<file path="src/design/aux_cmp_consts.svh">
/*
 * Offsets, field positions, reset values and codes of the auxiliary
 * measurement threshold comparator. Assumes inclusion by bare name.
 */
`ifndef AUX_CMP_CONSTS_SVH
`define AUX_CMP_CONSTS_SVH
// ----------------------------------------------------------------
// register indices (byte address = index * 4)
// ----------------------------------------------------------------
`define IDX_BATT 8'h9e
`define IDX_TEMP 8'h9f
`define IDX_ENA 8'ha3
`define IDX_CFG1 8'ha4
`define IDX_CFG2 8'ha5
`define IDX_STAT 8'hb0
`define IDX_MASK 8'hb1
// ----------------------------------------------------------------
// fields, sources and codes
// ----------------------------------------------------------------
`define ADDR_W 12
`define RES_W 12
`define SRC_HI 15
`define SRC_LO 13
`define DIR_BIT 12
`define THR_HI 11
`define NUM_SRC 8
`define NUM_ENA 4
`define SRC_BATT 3'h6
`define SRC_TEMP 3'h7
`define SRC_RST 3'h0
`define CFG_RST 16'h0000
`define RES_RST 12'h000
`define RESP_OKAY 2'h0
`define RESP_SLVERR 2'h2
`endif

</file>
<file path="src/design/aux_cmp_pkg.sv">
/*
 * Types of the threshold comparator block: state records of each module.
 * Assumes aux_cmp_consts.svh is on the include path.
 */
`include "aux_cmp_consts.svh"
package aux_cmp_pkg;
	typedef enum logic [0:0] {RD_IDLE = 1'b0, RD_RESP = 1'b1} rd_state_t;
	typedef struct packed {
		logic aw_got;
		logic w_got;
		logic [`ADDR_W-1:0] waddr;
		logic [31:0] wdata;
		logic [3:0] wstrb;
		logic bvalid;
		logic [1:0] bresp;
		rd_state_t rd;
		logic [31:0] rdata;
		logic [1:0] rresp;
	} axil_state_t;
	typedef struct packed {
		logic event_hit;
	} cmp_state_t;
	typedef struct packed {
		logic [`RES_W-1:0] batt;
		logic [`RES_W-1:0] temp;
		logic [`NUM_ENA-1:0] ena;
		logic [15:0] cfg1;
		logic [15:0] cfg2;
		logic [1:0] stat;
		logic [1:0] mask;
	} top_state_t;
endpackage

</file>
<file path="src/design/threshold_comparator.sv">
/*
 * One threshold comparator: selects a measured source, compares it with
 * a threshold on each new result and pulses an event one cycle later.
 * Assumes results and their valid strobes come from the core clock domain.
 */
`timescale 1ns/10ps
`include "aux_cmp_consts.svh"
module threshold_comparator
	import aux_cmp_pkg::*;
(
	// clock and reset
	input wire logic core_clk_i,
	input wire logic rst_n_i,
	// configuration
	input wire logic enable_i,
	input wire logic [2:0] source_i,
	input wire logic direction_i,
	input wire logic [`RES_W-1:0] threshold_i,
	// measured results
	input wire logic [`NUM_SRC-1:0][`RES_W-1:0] meas_data_i,
	input wire logic [`NUM_SRC-1:0] meas_valid_i,
	// event
	output logic event_o
);
	cmp_state_t q, d;
	logic [`RES_W-1:0] value;
	logic fresh;

	// pick the selected source; only a fresh result is judged
	always_comb begin
		value = meas_data_i[source_i];
		fresh = meas_valid_i[source_i] & enable_i;
		d.event_hit = 1'b0;
		if (fresh) begin
			// equality never fires, so a value sitting on the threshold stays quiet
			if (direction_i) d.event_hit = value > threshold_i;
			else d.event_hit = value < threshold_i;
		end
	end

	always_ff @(posedge core_clk_i) begin
		if (!rst_n_i) q <= '0;
		else q <= d;
	end

	assign event_o = q.event_hit;

	AST_BELOW: assert property (@(posedge core_clk_i) disable iff (!rst_n_i)
		enable_i && meas_valid_i[source_i] && !direction_i && meas_data_i[source_i] < threshold_i |=> event_o)
		else $error("below-threshold result gave no event");
	AST_ABOVE: assert property (@(posedge core_clk_i) disable iff (!rst_n_i)
		enable_i && meas_valid_i[source_i] && direction_i && meas_data_i[source_i] > threshold_i |=> event_o)
		else $error("above-threshold result gave no event");
	AST_EQUAL: assert property (@(posedge core_clk_i) disable iff (!rst_n_i)
		meas_data_i[source_i] == threshold_i |=> !event_o)
		else $error("equal value raised an event");
	AST_DISABLED: assert property (@(posedge core_clk_i) disable iff (!rst_n_i)
		!enable_i |=> !event_o)
		else $error("disabled comparator raised an event");
endmodule

</file>
<file path="src/design/axil_regport.sv">
/*
 * AXI4-Lite slave front end. Turns bus transfers into one-cycle register
 * write and read strobes. Assumes one write and one read in flight at most.
 */
`timescale 1ns/10ps
`include "aux_cmp_consts.svh"
module axil_regport
	import aux_cmp_pkg::*;
(
	// clock and reset
	input wire logic core_clk_i,
	input wire logic rst_n_i,
	// write channels
	input wire logic [`ADDR_W-1:0] s_axi_awaddr,
	input wire logic s_axi_awvalid,
	output logic s_axi_awready,
	input wire logic [31:0] s_axi_wdata,
	input wire logic [3:0] s_axi_wstrb,
	input wire logic s_axi_wvalid,
	output logic s_axi_wready,
	output logic [1:0] s_axi_bresp,
	output logic s_axi_bvalid,
	input wire logic s_axi_bready,
	// read channels
	input wire logic [`ADDR_W-1:0] s_axi_araddr,
	input wire logic s_axi_arvalid,
	output logic s_axi_arready,
	output logic [31:0] s_axi_rdata,
	output logic [1:0] s_axi_rresp,
	output logic s_axi_rvalid,
	input wire logic s_axi_rready,
	// register side
	output logic wr_en_o,
	output logic [`ADDR_W-1:0] wr_addr_o,
	output logic [31:0] wr_data_o,
	output logic [3:0] wr_strb_o,
	input wire logic wr_err_i,
	output logic rd_en_o,
	output logic [`ADDR_W-1:0] rd_addr_o,
	input wire logic [31:0] rd_data_i,
	input wire logic rd_err_i
);
	axil_state_t q, d;

	// address and data are caught in either order; the write fires once both are held
	always_comb begin
		d = q;
		wr_en_o = q.aw_got & q.w_got & ~q.bvalid;
		rd_en_o = s_axi_arvalid & (q.rd == RD_IDLE);
		if (s_axi_awvalid && !q.aw_got) begin
			d.aw_got = 1'b1;
			d.waddr = s_axi_awaddr;
		end
		if (s_axi_wvalid && !q.w_got) begin
			d.w_got = 1'b1;
			d.wdata = s_axi_wdata;
			d.wstrb = s_axi_wstrb;
		end
		if (wr_en_o) begin
			d.aw_got = 1'b0;
			d.w_got = 1'b0;
			d.bvalid = 1'b1;
			d.bresp = wr_err_i ? `RESP_SLVERR : `RESP_OKAY;
		end
		if (q.bvalid && s_axi_bready) d.bvalid = 1'b0;
		// read data is captured at the address handshake
		case (q.rd)
			RD_IDLE: begin
				if (rd_en_o) begin
					d.rd = RD_RESP;
					d.rdata = rd_data_i;
					d.rresp = rd_err_i ? `RESP_SLVERR : `RESP_OKAY;
				end
			end
			RD_RESP: begin
				if (s_axi_rready) d.rd = RD_IDLE;
			end
			default: d.rd = RD_IDLE;
		endcase
	end

	always_ff @(posedge core_clk_i) begin
		if (!rst_n_i) q <= '0;
		else q <= d;
	end

	assign s_axi_awready = ~q.aw_got;
	assign s_axi_wready = ~q.w_got;
	assign s_axi_bvalid = q.bvalid;
	assign s_axi_bresp = q.bresp;
	assign s_axi_arready = (q.rd == RD_IDLE);
	assign s_axi_rvalid = (q.rd == RD_RESP);
	assign s_axi_rdata = q.rdata;
	assign s_axi_rresp = q.rresp;
	assign wr_addr_o = q.waddr;
	assign wr_data_o = q.wdata;
	assign wr_strb_o = q.wstrb;
	assign rd_addr_o = s_axi_araddr;
endmodule

</file>
<file path="src/design/aux_measure_threshold_compare.sv">
/*
 * Auxiliary measurement threshold comparators with battery and die
 * temperature readback, behind an AXI4-Lite register slave.
 * Assumes measured results arrive from converter logic on core_clk_i,
 * each with a one-cycle valid strobe, and that the power state machine
 * reset is a synchronous level on the same clock.
 */
`timescale 1ns/10ps
`include "aux_cmp_consts.svh"

// Summary of operation
// - battery result readable, bits 11:0, resets zero
// - die temperature result readable, bits 11:0
// - four enable bits, comparator n at bit n-1
// - enables default off, cleared by state-machine reset
// - source field 15:13 picks one of eight
// - direction zero: event when source below threshold
// - direction one: event when source above threshold
// - unsigned 12-bit threshold, bits 11:0, default zero
// - comparator two has identical independent configuration
// - sources are the measured 12-bit results
module aux_measure_threshold_compare
	import aux_cmp_pkg::*;
(
	// clock and reset
	input wire logic core_clk_i,
	input wire logic rst_n_i,
	input wire logic sm_reset_i,
	// measured results, index = source code
	input wire logic [`NUM_SRC-1:0][`RES_W-1:0] meas_data_i,
	input wire logic [`NUM_SRC-1:0] meas_valid_i,
	// register bus write
	input wire logic [`ADDR_W-1:0] s_axi_awaddr,
	input wire logic s_axi_awvalid,
	output logic s_axi_awready,
	input wire logic [31:0] s_axi_wdata,
	input wire logic [3:0] s_axi_wstrb,
	input wire logic s_axi_wvalid,
	output logic s_axi_wready,
	output logic [1:0] s_axi_bresp,
	output logic s_axi_bvalid,
	input wire logic s_axi_bready,
	// register bus read
	input wire logic [`ADDR_W-1:0] s_axi_araddr,
	input wire logic s_axi_arvalid,
	output logic s_axi_arready,
	output logic [31:0] s_axi_rdata,
	output logic [1:0] s_axi_rresp,
	output logic s_axi_rvalid,
	input wire logic s_axi_rready,
	// interrupt
	output logic irq_o
);
	// ----------------------------------------------------------------
	// state and wiring
	// ----------------------------------------------------------------
	top_state_t q, d;
	logic wr_en, rd_en, wr_err, rd_err;
	logic [`ADDR_W-1:0] wr_addr, rd_addr;
	logic [31:0] wr_data, rd_data;
	logic [3:0] wr_strb;
	logic [7:0] wr_idx, rd_idx;
	logic wr_ok, rd_ok;
	logic [1:0] cmp_event;
	logic [1:0][15:0] cfg;
	logic [15:0] wmask;

	axil_regport u_bus (
		.core_clk_i(core_clk_i),
		.rst_n_i(rst_n_i),
		.s_axi_awaddr(s_axi_awaddr),
		.s_axi_awvalid(s_axi_awvalid),
		.s_axi_awready(s_axi_awready),
		.s_axi_wdata(s_axi_wdata),
		.s_axi_wstrb(s_axi_wstrb),
		.s_axi_wvalid(s_axi_wvalid),
		.s_axi_wready(s_axi_wready),
		.s_axi_bresp(s_axi_bresp),
		.s_axi_bvalid(s_axi_bvalid),
		.s_axi_bready(s_axi_bready),
		.s_axi_araddr(s_axi_araddr),
		.s_axi_arvalid(s_axi_arvalid),
		.s_axi_arready(s_axi_arready),
		.s_axi_rdata(s_axi_rdata),
		.s_axi_rresp(s_axi_rresp),
		.s_axi_rvalid(s_axi_rvalid),
		.s_axi_rready(s_axi_rready),
		.wr_en_o(wr_en),
		.wr_addr_o(wr_addr),
		.wr_data_o(wr_data),
		.wr_strb_o(wr_strb),
		.wr_err_i(wr_err),
		.rd_en_o(rd_en),
		.rd_addr_o(rd_addr),
		.rd_data_i(rd_data),
		.rd_err_i(rd_err)
	);

	// ----------------------------------------------------------------
	// comparators
	// ----------------------------------------------------------------
	assign cfg[0] = q.cfg1;
	assign cfg[1] = q.cfg2;

	// both comparators share one structure, each with its own register
	for (genvar g = 0; g < 2; g++) begin : gen_cmp
		threshold_comparator u_cmp (
			.core_clk_i(core_clk_i),
			.rst_n_i(rst_n_i),
			.enable_i(q.ena[g]),
			.source_i(cfg[g][`SRC_HI:`SRC_LO]),
			.direction_i(cfg[g][`DIR_BIT]),
			.threshold_i(cfg[g][`THR_HI:0]),
			.meas_data_i(meas_data_i),
			.meas_valid_i(meas_valid_i),
			.event_o(cmp_event[g])
		);
	end

	// ----------------------------------------------------------------
	// address decode
	// ----------------------------------------------------------------
	// word index sits above the two byte bits; misaligned addresses are unmapped
	assign wr_idx = wr_addr[9:2];
	assign rd_idx = rd_addr[9:2];
	assign wr_ok = (wr_addr[1:0] == 2'h0) && (wr_addr[`ADDR_W-1:10] == '0);
	assign rd_ok = (rd_addr[1:0] == 2'h0) && (rd_addr[`ADDR_W-1:10] == '0);
	assign wmask = {{8{wr_strb[1]}}, {8{wr_strb[0]}}};

	// read-only results answer writes with an error rather than silently dropping them
	always_comb begin
		wr_err = 1'b1;
		if (wr_ok) begin
			case (wr_idx)
				`IDX_ENA, `IDX_CFG1, `IDX_CFG2, `IDX_MASK: wr_err = 1'b0;
				default: wr_err = 1'b1;
			endcase
		end
	end

	// read mux; unused upper bits read zero
	always_comb begin
		rd_data = 32'h0000_0000;
		rd_err = 1'b0;
		case (rd_idx)
			`IDX_BATT: rd_data[`THR_HI:0] = q.batt;
			`IDX_TEMP: rd_data[`THR_HI:0] = q.temp;
			`IDX_ENA: rd_data[`NUM_ENA-1:0] = q.ena;
			`IDX_CFG1: rd_data[15:0] = q.cfg1;
			`IDX_CFG2: rd_data[15:0] = q.cfg2;
			`IDX_STAT: rd_data[1:0] = q.stat;
			`IDX_MASK: rd_data[1:0] = q.mask;
			default: rd_err = 1'b1;
		endcase
		if (!rd_ok) begin
			rd_data = 32'h0000_0000;
			rd_err = 1'b1;
		end
	end

	// ----------------------------------------------------------------
	// register state
	// ----------------------------------------------------------------
	always_comb begin
		d = q;
		// readback results follow the latest converter result
		if (meas_valid_i[`SRC_BATT]) d.batt = meas_data_i[`SRC_BATT];
		if (meas_valid_i[`SRC_TEMP]) d.temp = meas_data_i[`SRC_TEMP];
		if (wr_en && !wr_err) begin
			case (wr_idx)
				`IDX_ENA: begin
					if (wr_strb[0]) d.ena = wr_data[`NUM_ENA-1:0];
				end
				`IDX_CFG1: d.cfg1 = (q.cfg1 & ~wmask) | (wr_data[15:0] & wmask);
				`IDX_CFG2: d.cfg2 = (q.cfg2 & ~wmask) | (wr_data[15:0] & wmask);
				`IDX_MASK: begin
					if (wr_strb[0]) d.mask = wr_data[1:0];
				end
				default: d.ena = q.ena;
			endcase
		end
		// reading the status clears it; rdata already holds the old value
		if (rd_en && rd_ok && rd_idx == `IDX_STAT) d.stat = 2'h0;
		// a new event in the clearing cycle survives: set wins
		d.stat = d.stat | cmp_event;
		// the power state machine reset returns enables and sources to default
		if (sm_reset_i) begin
			d.ena = '0;
			d.cfg1[`SRC_HI:`SRC_LO] = `SRC_RST;
			d.cfg2[`SRC_HI:`SRC_LO] = `SRC_RST;
		end
	end

	always_ff @(posedge core_clk_i) begin
		if (!rst_n_i) begin
			q.batt <= `RES_RST;
			q.temp <= `RES_RST;
			q.ena <= '0;
			q.cfg1 <= `CFG_RST;
			q.cfg2 <= `CFG_RST;
			q.stat <= 2'h0;
			q.mask <= 2'h0;
		end else begin
			q <= d;
		end
	end

	// level interrupt while any unmasked event is pending
	assign irq_o = |(q.stat & q.mask);

	// ----------------------------------------------------------------
	// checks
	// ----------------------------------------------------------------
	AST_BATT_LATCH: assert property (@(posedge core_clk_i) disable iff (!rst_n_i)
		meas_valid_i[`SRC_BATT] |=> q.batt == $past(meas_data_i[`SRC_BATT]))
		else $error("battery result not updated");
	AST_TEMP_LATCH: assert property (@(posedge core_clk_i) disable iff (!rst_n_i)
		meas_valid_i[`SRC_TEMP] |=> q.temp == $past(meas_data_i[`SRC_TEMP]))
		else $error("temperature result not updated");
	AST_ENA_WRITE: assert property (@(posedge core_clk_i) disable iff (!rst_n_i)
		wr_en && wr_ok && wr_idx == `IDX_ENA && wr_strb[0] && !sm_reset_i
		|=> q.ena == $past(wr_data[`NUM_ENA-1:0]))
		else $error("enable write not stored");
	AST_ENA_SMRESET: assert property (@(posedge core_clk_i) disable iff (!rst_n_i)
		sm_reset_i |=> q.ena == '0)
		else $error("enables survive state machine reset");
	AST_SRC_SMRESET: assert property (@(posedge core_clk_i) disable iff (!rst_n_i)
		sm_reset_i |=> q.cfg1[`SRC_HI:`SRC_LO] == `SRC_RST && q.cfg2[`SRC_HI:`SRC_LO] == `SRC_RST)
		else $error("source select survives state machine reset");
	AST_CFG2_WRITE: assert property (@(posedge core_clk_i) disable iff (!rst_n_i)
		wr_en && wr_ok && wr_idx == `IDX_CFG2 && wr_strb[1:0] == 2'h3 && !sm_reset_i
		|=> q.cfg2 == $past(wr_data[15:0]) && q.cfg1 == $past(q.cfg1))
		else $error("comparator two config not independent");
	AST_EVENT_STICKY: assert property (@(posedge core_clk_i) disable iff (!rst_n_i)
		cmp_event[0] |=> q.stat[0] [*2] or (q.stat[0] ##1 $past(rd_en)))
		else $error("event flag not held");
	// a mask write in the event cycle may legally hide the new event
	AST_IRQ_LEVEL: assert property (@(posedge core_clk_i) disable iff (!rst_n_i)
		cmp_event[1] && q.mask[1] && !(wr_en && wr_idx == `IDX_MASK) |=> irq_o)
		else $error("unmasked event gave no interrupt");
	// a status read with no new event leaves nothing pending
	AST_STAT_CLEAR: assert property (@(posedge core_clk_i) disable iff (!rst_n_i)
		rd_en && rd_ok && rd_idx == `IDX_STAT && cmp_event == 2'h0 |=> q.stat == 2'h0)
		else $error("status not cleared by read");
	AST_CFG1_WRITE: assert property (@(posedge core_clk_i) disable iff (!rst_n_i)
		wr_en && wr_ok && wr_idx == `IDX_CFG1 && wr_strb[1:0] == 2'h3 && !sm_reset_i
		|=> q.cfg1 == $past(wr_data[15:0]))
		else $error("comparator one config not stored");
	// in the config registers the state machine reset only touches the source field
	AST_THR_KEEP: assert property (@(posedge core_clk_i) disable iff (!rst_n_i)
		sm_reset_i && !wr_en |=> q.cfg1[`DIR_BIT:0] == $past(q.cfg1[`DIR_BIT:0]))
		else $error("threshold lost on state machine reset");
endmodule

</file>
<file path="config.mk">
export PLATFORM = sky130hd
export DESIGN_NAME = aux_measure_threshold_compare
export DESIGN_NICKNAME = d
export VERILOG_FILES = /design/src/design/aux_cmp_pkg.sv /design/src/design/threshold_comparator.sv /design/src/design/axil_regport.sv /design/src/design/aux_measure_threshold_compare.sv
export VERILOG_INCLUDE_DIRS = /design/src /design/src/design
export SDC_FILE = /design/constraint.sdc
export NUM_CORES = 1
export LEC_CHECK = 0
export BUFFER_PORTS_ARGS = -buffer_cell sky130_fd_sc_hd__buf_2
export CORE_MARGIN = 3
export CORE_UTILIZATION = 52
export CTS_CLUSTER_DIAMETER = 120
export DETAILED_ROUTE_END_ITERATION = 6
export GPL_TIMING_DRIVEN = 0
export PLACE_DENSITY = 0.81
export SYNTH_ARGS = -nofsm -noshare
export SYNTH_HDL_FRONTEND = slang
export SYNTH_SLANG_ARGS = --single-unit
</file>
<file path="constraint.sdc">
create_clock -name core_clk_i -period 7.8 [get_ports core_clk_i]
set_clock_uncertainty 0.15 [all_clocks]
set_input_delay 1.17 -clock core_clk_i [delete_from_list [all_inputs] [get_ports core_clk_i]]
set_output_delay 1.17 -clock core_clk_i [all_outputs]
set_load 0.02 [all_outputs]
</file>
==> results.ini, run 1 <==
[cts]
clk_pin_slew_ps = 50
clock_path_buffers = 2
cts_max_level = 4
ctsResizeCount = 0
ctsHoldBuffers = 0
cts_root_buf = clkbuf_16
cts_setup_buffers = 0
cts_buffers = 17
clkSinkCount = 118
clk_latency_ps = 420
cts_tree = built

[layout]
seqCellArea_um2 = 2360
area_growth_pct = 24.3
finalNonFillerCells = 1135
final_core_utilization_pct = 66.6
nFillCells = 1096
multiInputGateArea_um2 = 4620
nNetsFinal = 1138
layout-drive-gt1-share_pct = 36.2
antenna_cells = 0
stdcell_area_um2 = 9320

[logic_synthesis]
ys_async_sr_fraction_pct = 0
synth-edff-count = 0
ys.flop_type = dfxtp_1
yosys_warnings = 0
syn-mean-instance-area_um2 = 10.2
synth-seq-cells = 118
ys_types = 56
ys_seq_area_share_pct = 31.5
netlist_area_um2 = 7500
synthCells = 732

[placed_design]
preCtsSetupSlack_ps = 4160
dp.cells = 1103
post-dp-hpwl_um = 16600
place.gp.congestion = 0.963
placed_cell_area_um2 = 8660
io_buffers = 174

[sta]
fin_crit_ps = 3750
max_slew_margin_pct = 36.9
hold_viol_final = 0
rsz0062_at_grt = no
slew_violations = 0
worstMarginPinSlew_ps = 947
hold_ws_ps = 305
setup_ws_ps = 4050
period_share_pct = 48.1
tns_ps = 0
fmax_mhz = 266
finalSetupViolCount = 0

[hold_path]
hold_path_class = reg2reg
hold_depth = 2
hold_end = u_bus.s_axi_rdata[2]
worstHoldStart = u_bus.s_axi_rdata[2]

[run]
drv_cap = 0

[outcome]
status = finished with violations
failed_checks = DRC

[global_routing]
use_met3_pct = 9.03
grt_overflow = 0
busiest_layer = met2
grtUsageMet1_pct = 32.8
use_met2_pct = 45.1
grt_pass1_wl_um = 33500
antenna_found_initial = 0
grt_max_degree = 17
track_usage_pct = 27.0
grt_pass1_vias = 6684

[worst_setup_path]
cp.arrival_ps = 3910
r2r-end = gen_cmp[0].u_cmp.event_o
path_max_fanout = 10
endpoint_kind = flip-flop
setup.worst_path.start_class = flip-flop
rrSetupSlack_ps = 4050
required_ps = 7950
crit_type = reg2reg
r2r_cells = 9

[die]
die_w_um = 126
dieArea_um2 = 15900
coreArea_um2 = 14000
io_pins = 214
fp.dieH_um = 126
initial_core_util_pct = 53.6
num_rows = 43

[drt]
post_drt_wl_per_cell_um = 19.0
antenna_left = 0
routed_wl_um = 21600
firstDrtPassIters = 7
vias = 6486
drt_iter0_drc = 609
viasPerCell = 5.71
drc_errors = 1

[power_and_ir_drop]
p_leak_nw = 3.71
cellPowerDensity_nw_per_um2 = 183
vdd_drop_max_uv = 145
power.total_mw = 1.71

-- synthesized netlist by cell type (all sizes together) (12+ instances only) --
cell type / number / area (um^2)
dfxtp: 118 / 2360
nand2: 91 / 344
mux2i: 70 / 701
nor2b: 61 / 382
buf: 54 / 372
mux4: 52 / 1200
mux2: 38 / 435
a21boi: 31 / 233
inv: 29 / 109
clkbuf: 27 / 101
nor2: 27 / 116
ha: 24 / 300
o21ai: 22 / 110
a222oi: 12 / 120
-- cell families after synthesis --
kind of cell | share of synthesized area (%)
other cells | 0.0500
xor+xnor | 0.117
buf+inv | 7.76
flops | 31.5
fa+ha+maj | 4.00
mux | 31.2
compound gates | 8.84
simple gates | 16.5
-- placed cells by master (no fill, tap or decap), types with 16 or more instances in the layout --
master | synthesis | layout
a21boi_0 | 31 | 31
buf_2 | 6 | 180
buf_4 | 39 | 39
clkbuf_1 | 27 | 30
clkbuf_16 | 0 | 17
conb_1 | 1 | 18
dfxtp_1 | 118 | 118
ha_1 | 24 | 24
inv_1 | 29 | 29
mux2_2 | 36 | 36
mux2i_1 | 70 | 70
mux4_2 | 43 | 43
nand2_1 | 90 | 90
nor2_1 | 25 | 25
nor2b_1 | 61 | 61
o21ai_0 | 16 | 16
-- worst max path at each step --
stage,from,endpoint,slack (ps),depth (start not counted)
finish,flip-flop,gen_cmp[0].u_cmp.event_o,4050,9
global route,flip-flop,gen_cmp[1].u_cmp.event_o,3950,10
CTS,flip-flop,gen_cmp[1].u_cmp.event_o,4150,10
detailed placement,flip-flop,gen_cmp[0].u_cmp.event_o,4160,10
global placement,flip-flop,gen_cmp[0].u_cmp.event_o,4150,10
floorplan,meas_data_i[13],gen_cmp[1].u_cmp.event_o,4490,8
-- routing by layer --
metal	up-vias	wire (um)
met5	-	0
met4	0	491
met3	50	1990
met2	323	10500
met1	3096	8530
li1	3017	-
-- cell type report --
class	count	share of cell area, %
clock buffers	24	5.28
repair buffers	174	9.34
well taps	180	2.42
inverters	29	1.17
multi-input cells	521	49.6
plain buffers	81	5.07
clock inverters	8	1.80
flip-flops and latches	118	25.3
-- power breakdown --
part | switching (mW) | internal (mW) | leakage (nW)
Clock | 0.274 | 0.600 | 0.320
Sequential | 0.0155 | 0.622 | 0.961
Combinational | 0.0981 | 0.0977 | 2.42
Total | 0.387 | 1.32 | 3.71
-- worst max-delay path, stage by stage (launching register included) --
cell and delay [ps]:
dfxtp_1 310, clkbuf_1 540, clkbuf_1 610, mux4_2 440, mux2_2 280, ha_1 290, nand4_1 220, a211o_1 310
o2111ai_1 130, mux2_4 330
Power figures use the tool's default switching activity.
==> run 2, diff against run 1 <==
Settings changed: CORE_UTILIZATION 52 to 48, PLACE_DENSITY 0.81 to 0.79.
Clock period 7.8 ns to 3.41 ns, I/O delays scaled along.
==> results.ini, run 2 (synthesis results as in run 1) <==
[worst_setup_path]
r2r-end = gen_cmp[1].u_cmp.event_o  ; was gen_cmp[0].u_cmp.event_o
cp_slowest_stage_delay_ps = 660  ; was 610 ps
crit_type = reg2reg  ; unchanged
rrSetupSlack_ps = 10  ; was 4050 ps
cp_slowest_cell = clkbuf_1  ; unchanged
endpoint_kind = flip-flop  ; unchanged
required_ps = 3570  ; was 7950 ps
cp_cell_sequence = buf_1 > clkbuf_1 > mux2_2 > ha_1 > nand4_1 > a211o_1 > o2111ai_1 > mux2_4  ; was clkbuf_1 > clkbuf_1 > mux4_2 > mux2_2 > ha_1 > nand4_1 > a211o_1 > o2111ai_1 > mux2_4
cp.arrival_ps = 3550  ; was 3910 ps
setup.worst_path.start_class = flip-flop  ; unchanged
r2r_cells = 8  ; was 9
path_max_fanout = 10  ; unchanged

[power_and_ir_drop]
vdd_drop_max_uv = 340  ; was 145 uV
p_leak_nw = 3.69  ; was 3.71 nW
cellPowerDensity_nw_per_um2 = 401  ; was 183 nW/um^2

[hold_path]
worstHoldStart = s_axi_awaddr[7]  ; was u_bus.s_axi_rdata[2]
hold_end = u_bus.wr_addr_o[7]  ; was u_bus.s_axi_rdata[2]
hold_path_class = in2reg  ; was reg2reg
hold_depth = 3  ; was 2

[global_routing]
grt_pass1_wl_um = 34100  ; was 33500 um
antenna_found_initial = 0  ; unchanged
grt_max_degree = 17  ; unchanged
grt_overflow = 0  ; unchanged
grt_pass1_vias = 6616  ; was 6684
track_usage_pct = 26.3  ; was 27.0%

[sta]
fin_crit_ps = 3400  ; was 3750 ps
hold_viol_final = 0  ; unchanged
finalSetupViolCount = 0  ; unchanged
fmax_mhz = 294  ; was 266 MHz
slew_violations = 0  ; unchanged
rsz0062_at_grt = no  ; unchanged
hold_ws_ps = 188  ; was 305 ps
tns_ps = 0  ; unchanged
period_share_pct = 99.6  ; was 48.1%
worstMarginPinSlew_ps = 891  ; was 947 ps
max_slew_margin_pct = 40.6  ; was 36.9%

[layout]
layout-drive-gt1-share_pct = 36.6  ; was 36.2%
mostFrequentLayoutCell = buf_2  ; unchanged
nNetsFinal = 1137  ; was 1138
final_cell_mix = 176 x buf_2, 118 x dfxtp_1, 90 x nand2_1, 70 x mux2i_1, 61 x nor2b_1  ; was 180 x buf_2, 118 x dfxtp_1, 90 x nand2_1, 70 x mux2i_1, 61 x nor2b_1
area_growth_pct = 24.1  ; was 24.3%
antenna_cells = 0  ; unchanged
finalNonFillerCells = 1165  ; was 1135
stdcell_area_um2 = 9310  ; was 9320 um^2
final_core_utilization_pct = 61.0  ; was 66.6%

[drt]
routed_wl_um = 22300  ; was 21600 um
antenna_left = 0  ; unchanged
post_drt_wl_per_cell_um = 19.2  ; was 19.0 um
viasPerCell = 5.75  ; was 5.71
vias = 6698  ; was 6486
drt_iter0_drc = 535  ; was 609
firstDrtPassIters = 7  ; unchanged
drc_errors = 2  ; was 1

[placed_design]
placed_cell_area_um2 = 8700  ; was 8660 um^2
post-dp-hpwl_um = 17100  ; was 16600 um
place.gp.congestion = 0.945  ; was 0.963
dp.cells = 1134  ; was 1103
io_buffers = 174  ; unchanged

[die]
num_rows = 45  ; was 43
coreArea_um2 = 15300  ; was 14000 um^2
dieArea_um2 = 17200  ; was 15900 um^2
io_pins = 214  ; unchanged
fp.dieH_um = 131  ; was 126 um
initial_core_util_pct = 49.2  ; was 53.6%
die_w_um = 131  ; was 126 um

[cts]
cts_buffers = 17  ; unchanged
clkSinkCount = 118  ; unchanged
clk_pin_slew_ps = 50  ; about the same
clk_latency_ps = 420  ; about the same
clock_path_buffers = 2  ; unchanged
cts_root_buf = clkbuf_16  ; unchanged
cts_setup_buffers = 0  ; unchanged
cts_max_level = 4  ; unchanged
cts_tree = built  ; unchanged

[outcome]
failed_checks = DRC  ; unchanged
status = finished with violations  ; unchanged

[run]
drv_cap = 0  ; unchanged

-- run 2: changes by cell type in the layout (fill, tap and decap cells not counted) --
cell       previous run  this run
buf_2               180       176
clkbuf_2              0         5
clkinv_2              2         3
bufinv_16             5         3
clkbuf_1             30        26
inv_6                 0         1
buf_4                39        40
clkbuf_4              0         3
clkbuf_8              4         2
-- run 2: cell type report --
type                    instances  area [um^2]
clock inverters                 8          121
fillers                      1257         5950
multi-input cells             521         4620
inverters                      29          109
well taps                     211          264
repair buffers                174          871
flip-flops and latches        118         2360
plain buffers                  80          485
clock buffers                  24          472
-- run 2: worst max path at each step --
stage                     startpoint                       end  slack (ps)
after floorplan            flip-flop  gen_cmp[0].u_cmp.event_o         450
after global placement     flip-flop  gen_cmp[0].u_cmp.event_o        -140
after detailed placement   flip-flop  gen_cmp[0].u_cmp.event_o        -210
after CTS                  flip-flop  gen_cmp[0].u_cmp.event_o          10
after global routing       flip-flop  gen_cmp[1].u_cmp.event_o          20
final                      flip-flop  gen_cmp[1].u_cmp.event_o          10
-- run 2: layer usage --
metal	vias to the layer above	track usage, %	routed length (um)
met1	3206	31.6	8490
met3	97	7.76	1900
met2	371	43.0	11000
met4	0	12.7	962
met5	-	0	0
li1	3024	-	-
-- run 2: metrics by stage --
stage,setup WS [ps],power [mW]
2_1_floorplan,455,1.74
3_3_place_gp,-137,1.91
3_5_place_dp,-205,1.93
4_1_cts,14.6,3.72
5_1_grt,16.6,3.85
6_report,13.2,3.73
-- run 2: timing repair --
item	in CTS	in global routing
hold buffers	0	0
gates resized for setup	5	5
setup endpoints to repair	2	2
pin swaps	0	0
-- run 2: worst max-delay path, delay by kind of cell, from the launching register on --
family | cells | cell delay [ps]
simple gates | 1 | 230
compound gates | 2 | 480
flops | 1 | 320
mux | 2 | 770
buf+inv | 2 | 1020
fa+ha+maj | 1 | 310
-- run 2: power by group --
part | total, mW | internal [mW] | switching, mW | leakage (nW)
Clock | 1.82 | 1.19 | 0.635 | 0.289
Combinational | 0.452 | 0.224 | 0.228 | 2.44
Sequential | 1.46 | 1.42 | 0.0352 | 0.961
Total | 3.73 | 2.83 | 0.898 | 3.69
